<file path="src/shared/adc_port_pkg.sv">
// Constants and types for the converter serial port
package adc_port_pkg;
  localparam int unsigned RESULT_W     = 12;      // Conversion result width
  localparam int unsigned CFG_W        = 3;       // Configuration word width
  localparam int unsigned FIFO_DEPTH   = 4;       // Result buffer depth in words
  localparam logic [3:0]  MSB_IDX      = 4'hB;    // Index of the top result bit
  localparam logic [3:0]  LSB_IDX      = 4'h0;    // Index of the lowest result bit
  localparam logic [3:0]  LSBF_FIRST   = 4'h1;    // First index sent in reversed order
  localparam logic [1:0]  CFG_LAST_IDX = 2'h2;    // Count of the order bit
  localparam logic [1:0]  CFG_SMPL_IDX = 2'h1;    // Count of the bit that opens sampling
  localparam logic [2:0]  EN_FALLS_ONE = 3'h2;    // Falls after first rise to drive, one input
  localparam logic [2:0]  EN_FALLS_TWO = 3'h4;    // Falls after start bit to drive, two inputs
  localparam logic [2:0]  CFG_RST      = 3'h0;    // Configuration after reset
  localparam logic [11:0] RESULT_RST   = 12'h000; // Result shifter after reset

  typedef enum logic [2:0] {
    ST_IDLE   = 3'b000,
    ST_CFG    = 3'b001,
    ST_SAMPLE = 3'b010,
    ST_NULLB  = 3'b011,
    ST_RESULT_ORDER_BIT   = 3'b100,
    ST_LSBF   = 3'b101,
    ST_ZEROS  = 3'b110
  } port_state_t;
endpackage

</file>
<file path="src/micropower_adc_serial_port.sv">
// Serial control and data port of a 12-bit sampling converter, with its result buffer
`timescale 1ns/100ps

module result_fifo #(
  parameter int unsigned WIDTH = 12,
  parameter int unsigned DEPTH = 4
) (
  input  wire logic             mclk_i,
  input  wire logic             rst_i,
  input  wire logic             flush_i,
  input  wire logic [WIDTH-1:0] wr_data_i,
  input  wire logic             wr_valid_i,
  output logic                  wr_ready_o,
  output logic      [WIDTH-1:0] rd_data_o,
  output logic                  rd_valid_o,
  input  wire logic             rd_ready_i
);
  localparam int unsigned AW = $clog2(DEPTH);

  logic [WIDTH-1:0] mem_ff [DEPTH];
  logic [AW:0]      wr_ptr_ff;
  logic [AW:0]      rd_ptr_ff;
  logic [AW:0]      nxt_wr_ptr;
  logic [AW:0]      nxt_rd_ptr;
  logic             do_wr;
  logic             do_rd;

  // Full when pointers differ only in the wrap bit
  assign wr_ready_o = ((wr_ptr_ff ^ rd_ptr_ff) != {1'b1, {AW{1'b0}}});
  assign rd_valid_o = (wr_ptr_ff != rd_ptr_ff);
  assign rd_data_o  = mem_ff[rd_ptr_ff[AW-1:0]];
  assign do_wr      = wr_valid_i && wr_ready_o && !flush_i;
  assign do_rd      = rd_valid_o && rd_ready_i && !flush_i;

  // Pointer advance, flush empties the buffer
  always_comb begin
    nxt_wr_ptr = wr_ptr_ff;
    nxt_rd_ptr = flush_i ? wr_ptr_ff : rd_ptr_ff;
    if (do_wr) begin
      nxt_wr_ptr = wr_ptr_ff + 1'b1;
    end
    if (do_rd) begin
      nxt_rd_ptr = rd_ptr_ff + 1'b1;
    end
  end

  // Pointer registers and storage, words need no reset
  always_ff @(posedge mclk_i) begin
    if (rst_i) begin
      wr_ptr_ff <= '0;
      rd_ptr_ff <= '0;
    end else begin
      wr_ptr_ff <= nxt_wr_ptr;
      rd_ptr_ff <= nxt_rd_ptr;
      if (do_wr) begin
        mem_ff[wr_ptr_ff[AW-1:0]] <= wr_data_i;
      end
    end
  end
endmodule

module micropower_adc_serial_port (
  input  wire logic        mclk_i,
  input  wire logic        rst_i,
  input  wire logic        two_channel_i,
  input  wire logic        select_and_shutdown_n_i,
  input  wire logic        shift_clk_i,
  input  wire logic        din_i,
  output logic             dout_o,
  output logic             dout_oe_o,
  output logic             port_power_o,
  output logic             bias_enable_o,
  output logic             sample_o,
  output logic             conv_start_o,
  output logic             single_ended_select_o,
  output logic             odd_sign_o,
  output logic             result_order_bit_o,
  output logic             pos_is_channel_one_o,
  output logic             neg_is_ground_o,
  output logic             neg_is_channel_one_o,
  input  wire logic [11:0] conv_data_i,
  input  wire logic        conv_valid_i,
  output logic             conv_ready_o
);
  adc_port_pkg::port_state_t state_ff;
  adc_port_pkg::port_state_t nxt_state;
  logic        sclk_ff;
  logic [3:0]  bitcnt_ff;
  logic [3:0]  nxt_bitcnt;
  logic [1:0]  cfgcnt_ff;
  logic [1:0]  nxt_cfgcnt;
  logic [2:0]  fallcnt_ff;
  logic [2:0]  nxt_fallcnt;
  logic [2:0]  cfg_ff;
  logic [2:0]  nxt_cfg;
  logic [11:0] shreg_ff;
  logic [11:0] nxt_shreg;
  logic        dout_ff;
  logic        nxt_dout;
  logic        oe_ff;
  logic        nxt_oe;
  logic        sample_ff;
  logic        nxt_sample;
  logic        bias_ff;
  logic        nxt_bias;
  logic        start_ff;
  logic        nxt_start;
  logic        clk_rise;
  logic        clk_fall;
  logic        reverse;
  logic [2:0]  en_falls;
  logic        fifo_pop;
  logic        fifo_valid;
  logic [11:0] fifo_data;

  // Shift clock edges from the previous sample
  assign clk_rise = shift_clk_i && !sclk_ff;
  assign clk_fall = !shift_clk_i && sclk_ff;
  assign reverse  = !two_channel_i || !cfg_ff[0];
  assign en_falls = two_channel_i ? adc_port_pkg::EN_FALLS_TWO
                                  : adc_port_pkg::EN_FALLS_ONE;
  assign fifo_pop = (state_ff == adc_port_pkg::ST_NULLB) && clk_fall &&
                    !select_and_shutdown_n_i;

  // Results from the converter core pass through the buffer
  result_fifo #(
    .WIDTH (adc_port_pkg::RESULT_W),
    .DEPTH (adc_port_pkg::FIFO_DEPTH)
  ) u_fifo (
    .mclk_i     (mclk_i),
    .rst_i      (rst_i),
    .flush_i    (select_and_shutdown_n_i),
    .wr_data_i  (conv_data_i),
    .wr_valid_i (conv_valid_i),
    .wr_ready_o (conv_ready_o),
    .rd_data_o  (fifo_data),
    .rd_valid_o (fifo_valid),
    .rd_ready_i (fifo_pop)
  );

  // Sequencer next values
  always_comb begin
    nxt_state   = state_ff;
    nxt_bitcnt  = bitcnt_ff;
    nxt_cfgcnt  = cfgcnt_ff;
    nxt_fallcnt = fallcnt_ff;
    nxt_cfg     = cfg_ff;
    nxt_shreg   = shreg_ff;
    nxt_dout    = dout_ff;
    nxt_oe      = oe_ff;
    nxt_sample  = sample_ff;
    nxt_bias    = bias_ff;
    nxt_start   = 1'b0;
    if (select_and_shutdown_n_i) begin
      nxt_state   = adc_port_pkg::ST_IDLE;
      nxt_bitcnt  = adc_port_pkg::LSB_IDX;
      nxt_cfgcnt  = '0;
      nxt_fallcnt = '0;
      nxt_cfg     = adc_port_pkg::CFG_RST;
      nxt_shreg   = adc_port_pkg::RESULT_RST;
      nxt_dout    = 1'b0;
      nxt_oe      = 1'b0;
      nxt_sample  = 1'b0;
      nxt_bias    = 1'b0;
    end else begin
      unique case (state_ff)
        adc_port_pkg::ST_IDLE: begin
          if (clk_rise && !two_channel_i) begin
            nxt_state   = adc_port_pkg::ST_SAMPLE;
            nxt_sample  = 1'b1;
            nxt_bias    = 1'b1;
          end else if (clk_rise && din_i) begin
            nxt_state   = adc_port_pkg::ST_CFG;
          end
        end
        adc_port_pkg::ST_CFG: begin
          if (clk_rise) begin
            nxt_cfg    = {cfg_ff[1:0], din_i};
            nxt_cfgcnt = cfgcnt_ff + 2'h1;
            if (cfgcnt_ff == adc_port_pkg::CFG_SMPL_IDX) begin
              nxt_sample = 1'b1;
              nxt_bias   = 1'b1;
            end
            if (cfgcnt_ff == adc_port_pkg::CFG_LAST_IDX) begin
              nxt_state = adc_port_pkg::ST_SAMPLE;
            end
          end else if (clk_fall) begin
            nxt_fallcnt = fallcnt_ff + 3'h1;
          end
        end
        adc_port_pkg::ST_SAMPLE: begin
          if (clk_fall) begin
            nxt_fallcnt = fallcnt_ff + 3'h1;
            if (nxt_fallcnt == en_falls) begin
              nxt_state  = adc_port_pkg::ST_NULLB;
              nxt_oe     = 1'b1;
              nxt_sample = 1'b0;
              nxt_start  = 1'b1;
            end
          end
        end
        adc_port_pkg::ST_NULLB: begin
          if (clk_fall) begin
            nxt_state  = adc_port_pkg::ST_RESULT_ORDER_BIT;
            nxt_shreg  = fifo_valid ? fifo_data : adc_port_pkg::RESULT_RST;
            nxt_dout   = nxt_shreg[adc_port_pkg::MSB_IDX];
          end
        end
        adc_port_pkg::ST_RESULT_ORDER_BIT: begin
          if (clk_fall) begin
            if (bitcnt_ff == adc_port_pkg::MSB_IDX) begin
              nxt_bias = 1'b0;
              if (reverse) begin
                nxt_state  = adc_port_pkg::ST_LSBF;
                nxt_bitcnt = adc_port_pkg::LSBF_FIRST;
                nxt_dout   = shreg_ff[adc_port_pkg::LSBF_FIRST];
              end else begin
                nxt_state = adc_port_pkg::ST_ZEROS;
                nxt_dout  = 1'b0;
              end
            end else begin
              nxt_bitcnt = bitcnt_ff + 4'h1;
              nxt_dout   = shreg_ff[adc_port_pkg::MSB_IDX - nxt_bitcnt];
            end
          end
        end
        adc_port_pkg::ST_LSBF: begin
          if (clk_fall) begin
            if (bitcnt_ff == adc_port_pkg::MSB_IDX) begin
              nxt_state = adc_port_pkg::ST_ZEROS;
              nxt_dout  = 1'b0;
            end else begin
              nxt_bitcnt = bitcnt_ff + 4'h1;
              nxt_dout   = shreg_ff[nxt_bitcnt];
            end
          end
        end
        adc_port_pkg::ST_ZEROS: nxt_dout = 1'b0;
        default: nxt_state = adc_port_pkg::ST_IDLE;
      endcase
    end
  end

  // Sequencer registers
  always_ff @(posedge mclk_i) begin
    if (rst_i) begin
      state_ff   <= adc_port_pkg::ST_IDLE;
      sclk_ff    <= 1'b0;
      bitcnt_ff  <= adc_port_pkg::LSB_IDX;
      cfgcnt_ff  <= '0;
      fallcnt_ff <= '0;
      cfg_ff     <= adc_port_pkg::CFG_RST;
      shreg_ff   <= adc_port_pkg::RESULT_RST;
      dout_ff    <= 1'b0;
      oe_ff      <= 1'b0;
      sample_ff  <= 1'b0;
      bias_ff    <= 1'b0;
      start_ff   <= 1'b0;
    end else begin
      state_ff   <= nxt_state;
      sclk_ff    <= shift_clk_i;
      bitcnt_ff  <= nxt_bitcnt;
      cfgcnt_ff  <= nxt_cfgcnt;
      fallcnt_ff <= nxt_fallcnt;
      cfg_ff     <= nxt_cfg;
      shreg_ff   <= nxt_shreg;
      dout_ff    <= nxt_dout;
      oe_ff      <= nxt_oe;
      sample_ff  <= nxt_sample;
      bias_ff    <= nxt_bias;
      start_ff   <= nxt_start;
    end
  end

  // Output pins and converter controls
  assign dout_o                = dout_ff;
  assign dout_oe_o             = oe_ff;
  assign port_power_o          = !select_and_shutdown_n_i;
  assign bias_enable_o         = bias_ff;
  assign sample_o              = sample_ff;
  assign conv_start_o          = start_ff;
  assign single_ended_select_o = cfg_ff[2];
  assign odd_sign_o            = cfg_ff[1];
  assign result_order_bit_o    = cfg_ff[0];
  assign pos_is_channel_one_o  = cfg_ff[1];
  assign neg_is_ground_o       = cfg_ff[2];
  assign neg_is_channel_one_o  = !cfg_ff[2] && !cfg_ff[1];

  // Checks on the port behaviour
  chk_undriven_when_high: assert property (@(posedge mclk_i) disable iff (rst_i)
    select_and_shutdown_n_i |=> !dout_oe_o) else $error("output driven while deselected");
  chk_change_on_fall: assert property (@(posedge mclk_i) disable iff (rst_i)
    $changed(dout_o) |-> $past(clk_fall) || $past(select_and_shutdown_n_i))
    else $error("output changed off a falling edge");
  chk_enable_on_fall: assert property (@(posedge mclk_i) disable iff (rst_i)
    $rose(dout_oe_o) |-> $past(clk_fall) && !dout_o && conv_start_o)
    else $error("output enabled without null bit");
  chk_sample_to_conv: assert property (@(posedge mclk_i) disable iff (rst_i)
    $fell(sample_o) && !$past(select_and_shutdown_n_i) |-> conv_start_o)
    else $error("sampling ended without conversion start");
  chk_cfg_frozen: assert property (@(posedge mclk_i) disable iff (rst_i)
    !select_and_shutdown_n_i && (state_ff inside {adc_port_pkg::ST_SAMPLE,
    adc_port_pkg::ST_NULLB, adc_port_pkg::ST_RESULT_ORDER_BIT, adc_port_pkg::ST_LSBF,
    adc_port_pkg::ST_ZEROS}) |=> $stable(cfg_ff)) else $error("configuration changed late");
  chk_zero_fill: assert property (@(posedge mclk_i) disable iff (rst_i)
    state_ff == adc_port_pkg::ST_ZEROS |-> !dout_o && dout_oe_o && !bias_enable_o)
    else $error("zero fill broken");
  chk_pop_on_null: assert property (@(posedge mclk_i) disable iff (rst_i)
    fifo_pop |=> state_ff == adc_port_pkg::ST_RESULT_ORDER_BIT &&
    dout_o == ($past(fifo_valid) && $past(fifo_data[11]))) else $error("result load wrong");
  chk_top_first_end: assert property (@(posedge mclk_i) disable iff (rst_i)
    state_ff == adc_port_pkg::ST_RESULT_ORDER_BIT && clk_fall && bitcnt_ff == adc_port_pkg::MSB_IDX &&
    !select_and_shutdown_n_i |=> (state_ff == adc_port_pkg::ST_LSBF) == reverse)
    else $error("order bit not honoured");
endmodule

</file>
<file path="config.mk">
export PLATFORM = sky130hd
export DESIGN_NAME = micropower_adc_serial_port
export DESIGN_NICKNAME = d
export VERILOG_FILES = /design/src/shared/adc_port_pkg.sv /design/src/micropower_adc_serial_port.sv
export SDC_FILE = /design/constraint.sdc
export NUM_CORES = 1
export LEC_CHECK = 0
export BUFFER_PORTS_ARGS = -buffer_cell sky130_fd_sc_hd__buf_2
export CORE_ASPECT_RATIO = 0.6
export CORE_MARGIN = 2
export CORE_UTILIZATION = 37
export CTS_CLUSTER_DIAMETER = 80
export DETAILED_ROUTE_END_ITERATION = 8
export PLACE_DENSITY = 0.59
export SLEW_MARGIN = 20
export SYNTH_ARGS = -nofsm -noshare
export SYNTH_HDL_FRONTEND = slang
export SYNTH_SLANG_ARGS = --single-unit
</file>
<file path="constraint.sdc">
create_clock -name mclk_i -period 1.9 [get_ports mclk_i]
set_input_delay 0.095 -clock mclk_i [delete_from_list [all_inputs] [get_ports mclk_i]]
set_output_delay 0.095 -clock mclk_i [all_outputs]
set_load 0.01 [all_outputs]
</file>
==> results of run 1 <==
[final cells by class]
| cell class | instances | area, um^2 |
|---|---|---|
| Inverter | 9 | 33.8 |
| Tap cell | 139 | 174 |
| Clock buffer | 10 | 229 |
| Fill cell | 947 | 5800 |
| Timing Repair Buffer | 65 | 440 |
| Clock inverter | 6 | 67.6 |
| Multi-Input combinational cell | 219 | 1700 |
| Sequential cell | 89 | 2260 |
[metal layers]
metal	vias to the layer above	part of all wire, %
met5	-	0
met4	0	0.89
met3	6	3.7
met2	57	43
met1	1366	52
li1	1359	-
[cell usage in the layout, fill, tap and decap left out, types with 8 or more instances in the layout]
master,instances
buf_4,22
nor2_1,25
buf_2,31
a21oi_1,28
edfxtp_1,48
ha_1,8
nand2_1,30
nand3_1,19
clkbuf_16,9
xnor2_1,8
dfxtp_1,41
mux4_2,14
inv_1,9
dlygate4sd3_1,12
[flip-flops by register name, indices dropped and copies added (netlist names), named ones only]
| register | flops |
|---|---|
| fallcnt_ff | 3 |
| sclk_ff | 1 |
| cfgcnt_ff | 2 |
| dout_o | 1 |
| conv_start_o | 1 |
| dout_oe_o | 1 |
| bias_enable_o | 1 |
| cfg_ff | 3 |
| u_fifo.mem_ff | 48 |
| u_fifo.rd_ptr_ff | 3 |
| u_fifo.wr_ptr_ff | 3 |
| sample_o | 1 |
| state_ff | 3 |
| bitcnt_ff | 4 |
| shreg_ff | 12 |
[power groups by stage]
stage          logic [uW]  registers [uW]  clock network [uW]
5_1_grt               353            2080                1870
4_1_cts               320            2070                1780
3_3_place_gp          298            2120                   0
6_report              320            2070                1750
3_5_place_dp          300            2120                   0
2_1_floorplan         200            2110                   0
[worst max path at each step]
| stage | from | end | cells past startpoint |
|---|---|---|---|
| after global placement | u_fifo.wr_ptr_ff[2] | u_fifo.rd_ptr_ff[0] | 6 |
| after CTS | bitcnt_ff[1] | dout_o | 5 |
| after detailed placement | bitcnt_ff[1] | dout_o | 5 |
| after global routing | bitcnt_ff[1] | dout_o | 5 |
| after floorplan | bitcnt_ff[1] | dout_o | 6 |
| final | bitcnt_ff[1] | dout_o | 5 |
[timing repair]
action / 4_1_cts / 5_1_grt
endpoints found under the setup margin: 0 / 47
resized for setup: 0 / 5
hold buffers: 12 / 0
endpoints found under the hold margin: 48 / 0
[worst max-delay path, delay by kind of cell (launching register included)]
kind / cells / cell delay, ps
AO/OA/AOI/OAI: 2 / 260
flip-flops: 1 / 320
adder cells (fa/ha/maj): 1 / 380
multiplexers: 2 / 760
[cell families after synthesis]
kind of cell               count (synthesis)  synth area share [%]
adders and majority gates                  9                  2.73
muxes                                     26                  12.2
buffers and inverters                     32                  3.95
AOI/OAI and AO/OA                         60                  9.39
and+or+nand+nor                          108                  13.2
DFF                                       89                  54.9
xor gates and xnor gates                  16                  3.59
[metrics by stage]
| stage | instances | cell area, um^2 | util [%] |
|---|---|---|---|
| after CTS | 537 | 4900 | 45.8 |
| after global routing | 537 | 4910 | 45.8 |
| final | 537 | 4910 | 45.8 |
| after floorplan | 340 | 4120 | - |
| after global placement | 509 | 4480 | 41.9 |
| after detailed placement | 509 | 4480 | 41.9 |
==> impl_metrics.yaml, run 1 <==
outcome:
  status: "finished clean"
finish:
  finalNetCount: 421
  synthToLayoutAreaGrowth_pct: 19.2
  drive_gt1_share_pct: 24.4
  diodes: 0
critical_path:
  r2r_start: "bitcnt_ff[1]"
  critPathSlowestCell: "mux4_1"
  rr_worst_depth: 5
  critPathMaxFanout: 4
  cpPeakStageDelay_ps: 570
  required_ps: 2120
  r2r_setup_slack_ps: 70
  critical_path_class: "flop to flop"
  crit_arrival_ps: 2060
  startpoint_type: "flop"
  crit_chain: "ha_2 > mux4_1 > mux2i_1 > o221a_2 > a211oi_1"
  reg2reg_to: "dout_o"
  setup.worst_path.end_class: "flop"
grt:
  gr-usage-met1_pct: 21.6
  met3_usage_pct: 4.19
  grtUsageTotal_pct: 14.8
  grtUsageMet2_pct: 21.8
  grt_pass1_vias: 2720
  grt_pass1_wl_mm: 13.9
  busiest_layer: "met2"
  grt_overflow: 0
  grt_max_degree: 20
  antenna_found_initial: 0
min_path:
  hold_end: "cfg_ff[0]"
  hp-class: "input port to flop"
  hp-start: "din_i"
  holdPathStages: 3
clocking:
  htreeDepth: 3
  clock-sinks: 89
  insertion_delay_ps: 340
  cts_buffers: 9
  post_cts_buffers: 0
  cts_tree: "done"
  clockBufferDepth: 2
  cts-root-buf: "clkbuf_16"
  clk_pin_slew_ps: 60
floorplanning:
  ios: 32
  initial_core_util_pct: 38.5
  rows: 29
  die_width_um: 140
  die_area_mm2: 0.0120
  coreArea_mm2: 0.0107
  die_y_um: 85.7
place:
  dp_slack_ps: 53.0
  gp_congestion: 0.835
  io_buffers: 31
  dp_hpwl_mm: 5.87
logic_synthesis:
  syn_inst: 340
  synth_cell_types: 56
  synth_async_sr_flop_share_pct: 0
  synth_edf_count: 48
  synth_seq_cells: 89
  synth_area_mm2: 0.00412
  yosysMostFrequentCell: "edfxtp_1"
  syn_nets: 368
  synth_commonest_cells: "edfxtp_1, dfxtp_1, nand2_1"
  synth-seq-area-share_pct: 54.9
  ys_top_cells_by_area: "edfxtp_1, dfxtp_1, mux4_2"
  syn_area_per_cell_um2: 12.1
  synth-main-ff-cell: "edfxtp_1"
  synth_top_area_share_pct: 35.0
  yosys_warnings: 0
  yosysTopAreaCell: "edfxtp_1"
flow_run:
  cap_violations: 0
power:
  total_power_uw: 4140
  p_sw_uw: 912
  leakage_uw: 0.00175
  p_int_uw: 3230
  p_comb_share_pct: 7.7
  switching_share_pct: 22.0
  pwr_density_cell_mw_per_mm2: 844
  clkPwrFrac_pct: 42.2
  seq_power_share_pct: 50.1
  peakVddDrop_uv: 450
timing:
  period_needed_ps: 1830
  setup_viol: 0
  max-slew-margin-rel_pct: 69.0
  hold_slack_ps: 15.4
  finalCritPeriodShare_pct: 96.5
  worst_pin_slew_ps: 459
  hold_viol: 0
  drv_slew: 0
  setup_slack_ps: 65.6
  finClkSkew_ps: 7.80
  rsz0062_at_grt: "false"
  tns_ps: 0
  fmax_ghz: 0.545
detailed_routing:
  routedWlPerCell_um: 15.5
  drc: 0
  firstDrtPassIters: 4
  drt-total-wl_mm: 8.30
  viasPerCell: 5.19
  vias: 2788
  drtIter0Drc: 239
  ant_nets: 0
No activity file was read; power rests on OpenSTA's default activity.
==> run 2: changes to the inputs <==
Settings changed: CTS_BUF_LIST set to sky130_fd_sc_hd__clkbuf_2 sky130_fd_sc_hd__clkbuf_4 sky130_fd_sc_hd__clkbuf_8.
==> run 2 against run 1 <==
- worst setup slack lost 14 ps
- via count grew 0.18%
- global-route usage up 0.084 points
- combinational power hardly changed
- clock-buffer cell count is the same
- non-clock buffer count rose by 2
- clock power is 25% lower
- final cell count rose by 0.37%
- critical path depth is the same
- highest routed layer unchanged
==> impl_metrics.yaml, run 2 (synthesized netlist as in run 1, its figures left out) <==
critical_path:
  crit_chain: "ha_1 > mux4_1 > mux2i_1 > o221a_2 > a211oi_1"
  crit_arrival_ps: 2100
  critical_path_class: "flop to flop"
  critPathMaxFanout: 4
  setup.worst_path.end_class: "flop"
  r2r_setup_slack_ps: 50
  required_ps: 2160
  critPathSlowestCell: "mux4_1"
  startpoint_type: "flop"
  cpPeakStageDelay_ps: 580
detailed_routing:
  firstDrtPassIters: 6
  routedWlPerCell_um: 15.2
  viasPerCell: 5.18
  wl_met2_mm: 3.50
  vias: 2793
  drc: 0
  ant_nets: 0
  drt-total-wl_mm: 8.21
  drtIter0Drc: 179
  dr.max_layer_used: "met4"
  dr_wl_met3_um: 425
  m1WireLength_mm: 4.21
clocking:
  cts_buffers: 9
  post_cts_buffers: 0
  cts_tree: "done"
  insertion_delay_ps: 360
  clockBufferDepth: 2
  htreeDepth: 3
  clk_pin_slew_ps: 90
  clock-sinks: 89
  cts-root-buf: "clkbuf_8"
floorplanning:
  die_y_um: 85.7
  ios: 32
  coreArea_mm2: 0.0107
  initial_core_util_pct: 38.5
  die_width_um: 140
  rows: 29
  die_area_mm2: 0.0120
place:
  dp_slack_ps: 53.0
  io_buffers: 31
  gp_congestion: 0.835
  dp_hpwl_mm: 5.87
finish:
  diodes: 0
  final_common_cell: "edfxtp_1"
  regArea_mm2: 0.00226
  drive_gt1_share_pct: 24.3
  multi_input_area_mm2: 0.00170
  synthToLayoutAreaGrowth_pct: 17.2
  largest_reg_flops: 48
  n_fill_cell: 964
  mostFrequentLayoutCells: "edfxtp_1, dfxtp_1, buf_2"
  finalNetCount: 423
timing:
  setup_slack_ps: 51.4
  period_needed_ps: 1850
  drv_slew: 0
  finClkSkew_ps: 11.6
  fmax_ghz: 0.541
  setup_viol: 0
  worst_pin_slew_ps: 464
  max-slew-margin-rel_pct: 68.8
  tns_ps: 0
  rsz0062_at_grt: "false"
  finalCritPeriodShare_pct: 97.3
  hold_viol: 0
power:
  peakVddDrop_uv: 389
  pwr_density_cell_mw_per_mm2: 768
  leakage_uw: 0.00172
grt:
  grt_pass1_wl_mm: 13.8
  antenna_found_initial: 0
  grt_overflow: 0
  grt_pass1_vias: 2720
  grt_max_degree: 20
  grtUsageTotal_pct: 14.8
flow_run:
  cap_violations: 0
min_path:
  hp-class: "input port to flop"
outcome:
  status: "finished clean"
run 2: worst paths after layout:
| check | from | end | cells past startpoint |
|---|---|---|---|
| min | select_and_shutdown_n_i | flop | 2 |
| max reg2reg | bitcnt_ff[1] | dout_o | 5 |
| max | bitcnt_ff[1] | dout_o | 5 |
| min reg2reg | shreg_ff[10] | shreg_ff[10] | 2 |
run 2: layout make-up:
| cell class | instances | share of cell area [%] |
|---|---|---|
| Multi-Input combinational cell | 219 | 35.2 |
| Tap cell | 139 | 3.60 |
| Timing Repair Buffer | 67 | 9.54 |
| Sequential cell | 89 | 46.9 |
| Clock inverter | 6 | 1.40 |
| Inverter | 9 | 0.700 |
| Clock buffer | 10 | 2.72 |
run 2: power by group:
group	leakage (uW)	total [uW]	internal (uW)	switching, uW
logic	0.000859	321	152	169
registers	0.000765	2070	2050	20.1
clock network	0.0000979	1310	627	684
run 2: through the flow:
step | utilization [%] | instance area (um^2) | instances | total power [uW] | hold WS (ps)
6_report | 45.1 | 4830 | 539 | 3710 | 50.3
5_1_grt | 45.1 | 4830 | 539 | 3860 | 47.8
4_1_cts | 45.0 | 4820 | 539 | 3750 | 34.8
3_5_place_dp | 41.9 | 4480 | 509 | 2420 | 314
3_3_place_gp | 41.9 | 4480 | 509 | 2410 | 313
2_1_floorplan | - | 4120 | 340 | 2310 | 194
run 2: worst max-delay path, delay by kind of cell, from the launching register on:
family / cells / cell delay (ps)
adders and majority gates: 1 / 370
muxes: 2 / 770
DFF: 1 / 330
AOI/OAI and AO/OA: 2 / 260
run 2: layer usage:
metal,GRT usage (%),up-vias
met2,21.4,56
met3,5.25,7
met5,0,-
met1,21.2,1366
li1,-,1364
met4,4.13,0
run 2: timing repair:
action	4_1_cts	5_1_grt
setup endpoints to repair	0	39
endpoints found under the hold margin	52	0
hold buffers	14	0
gates resized for setup	0	4
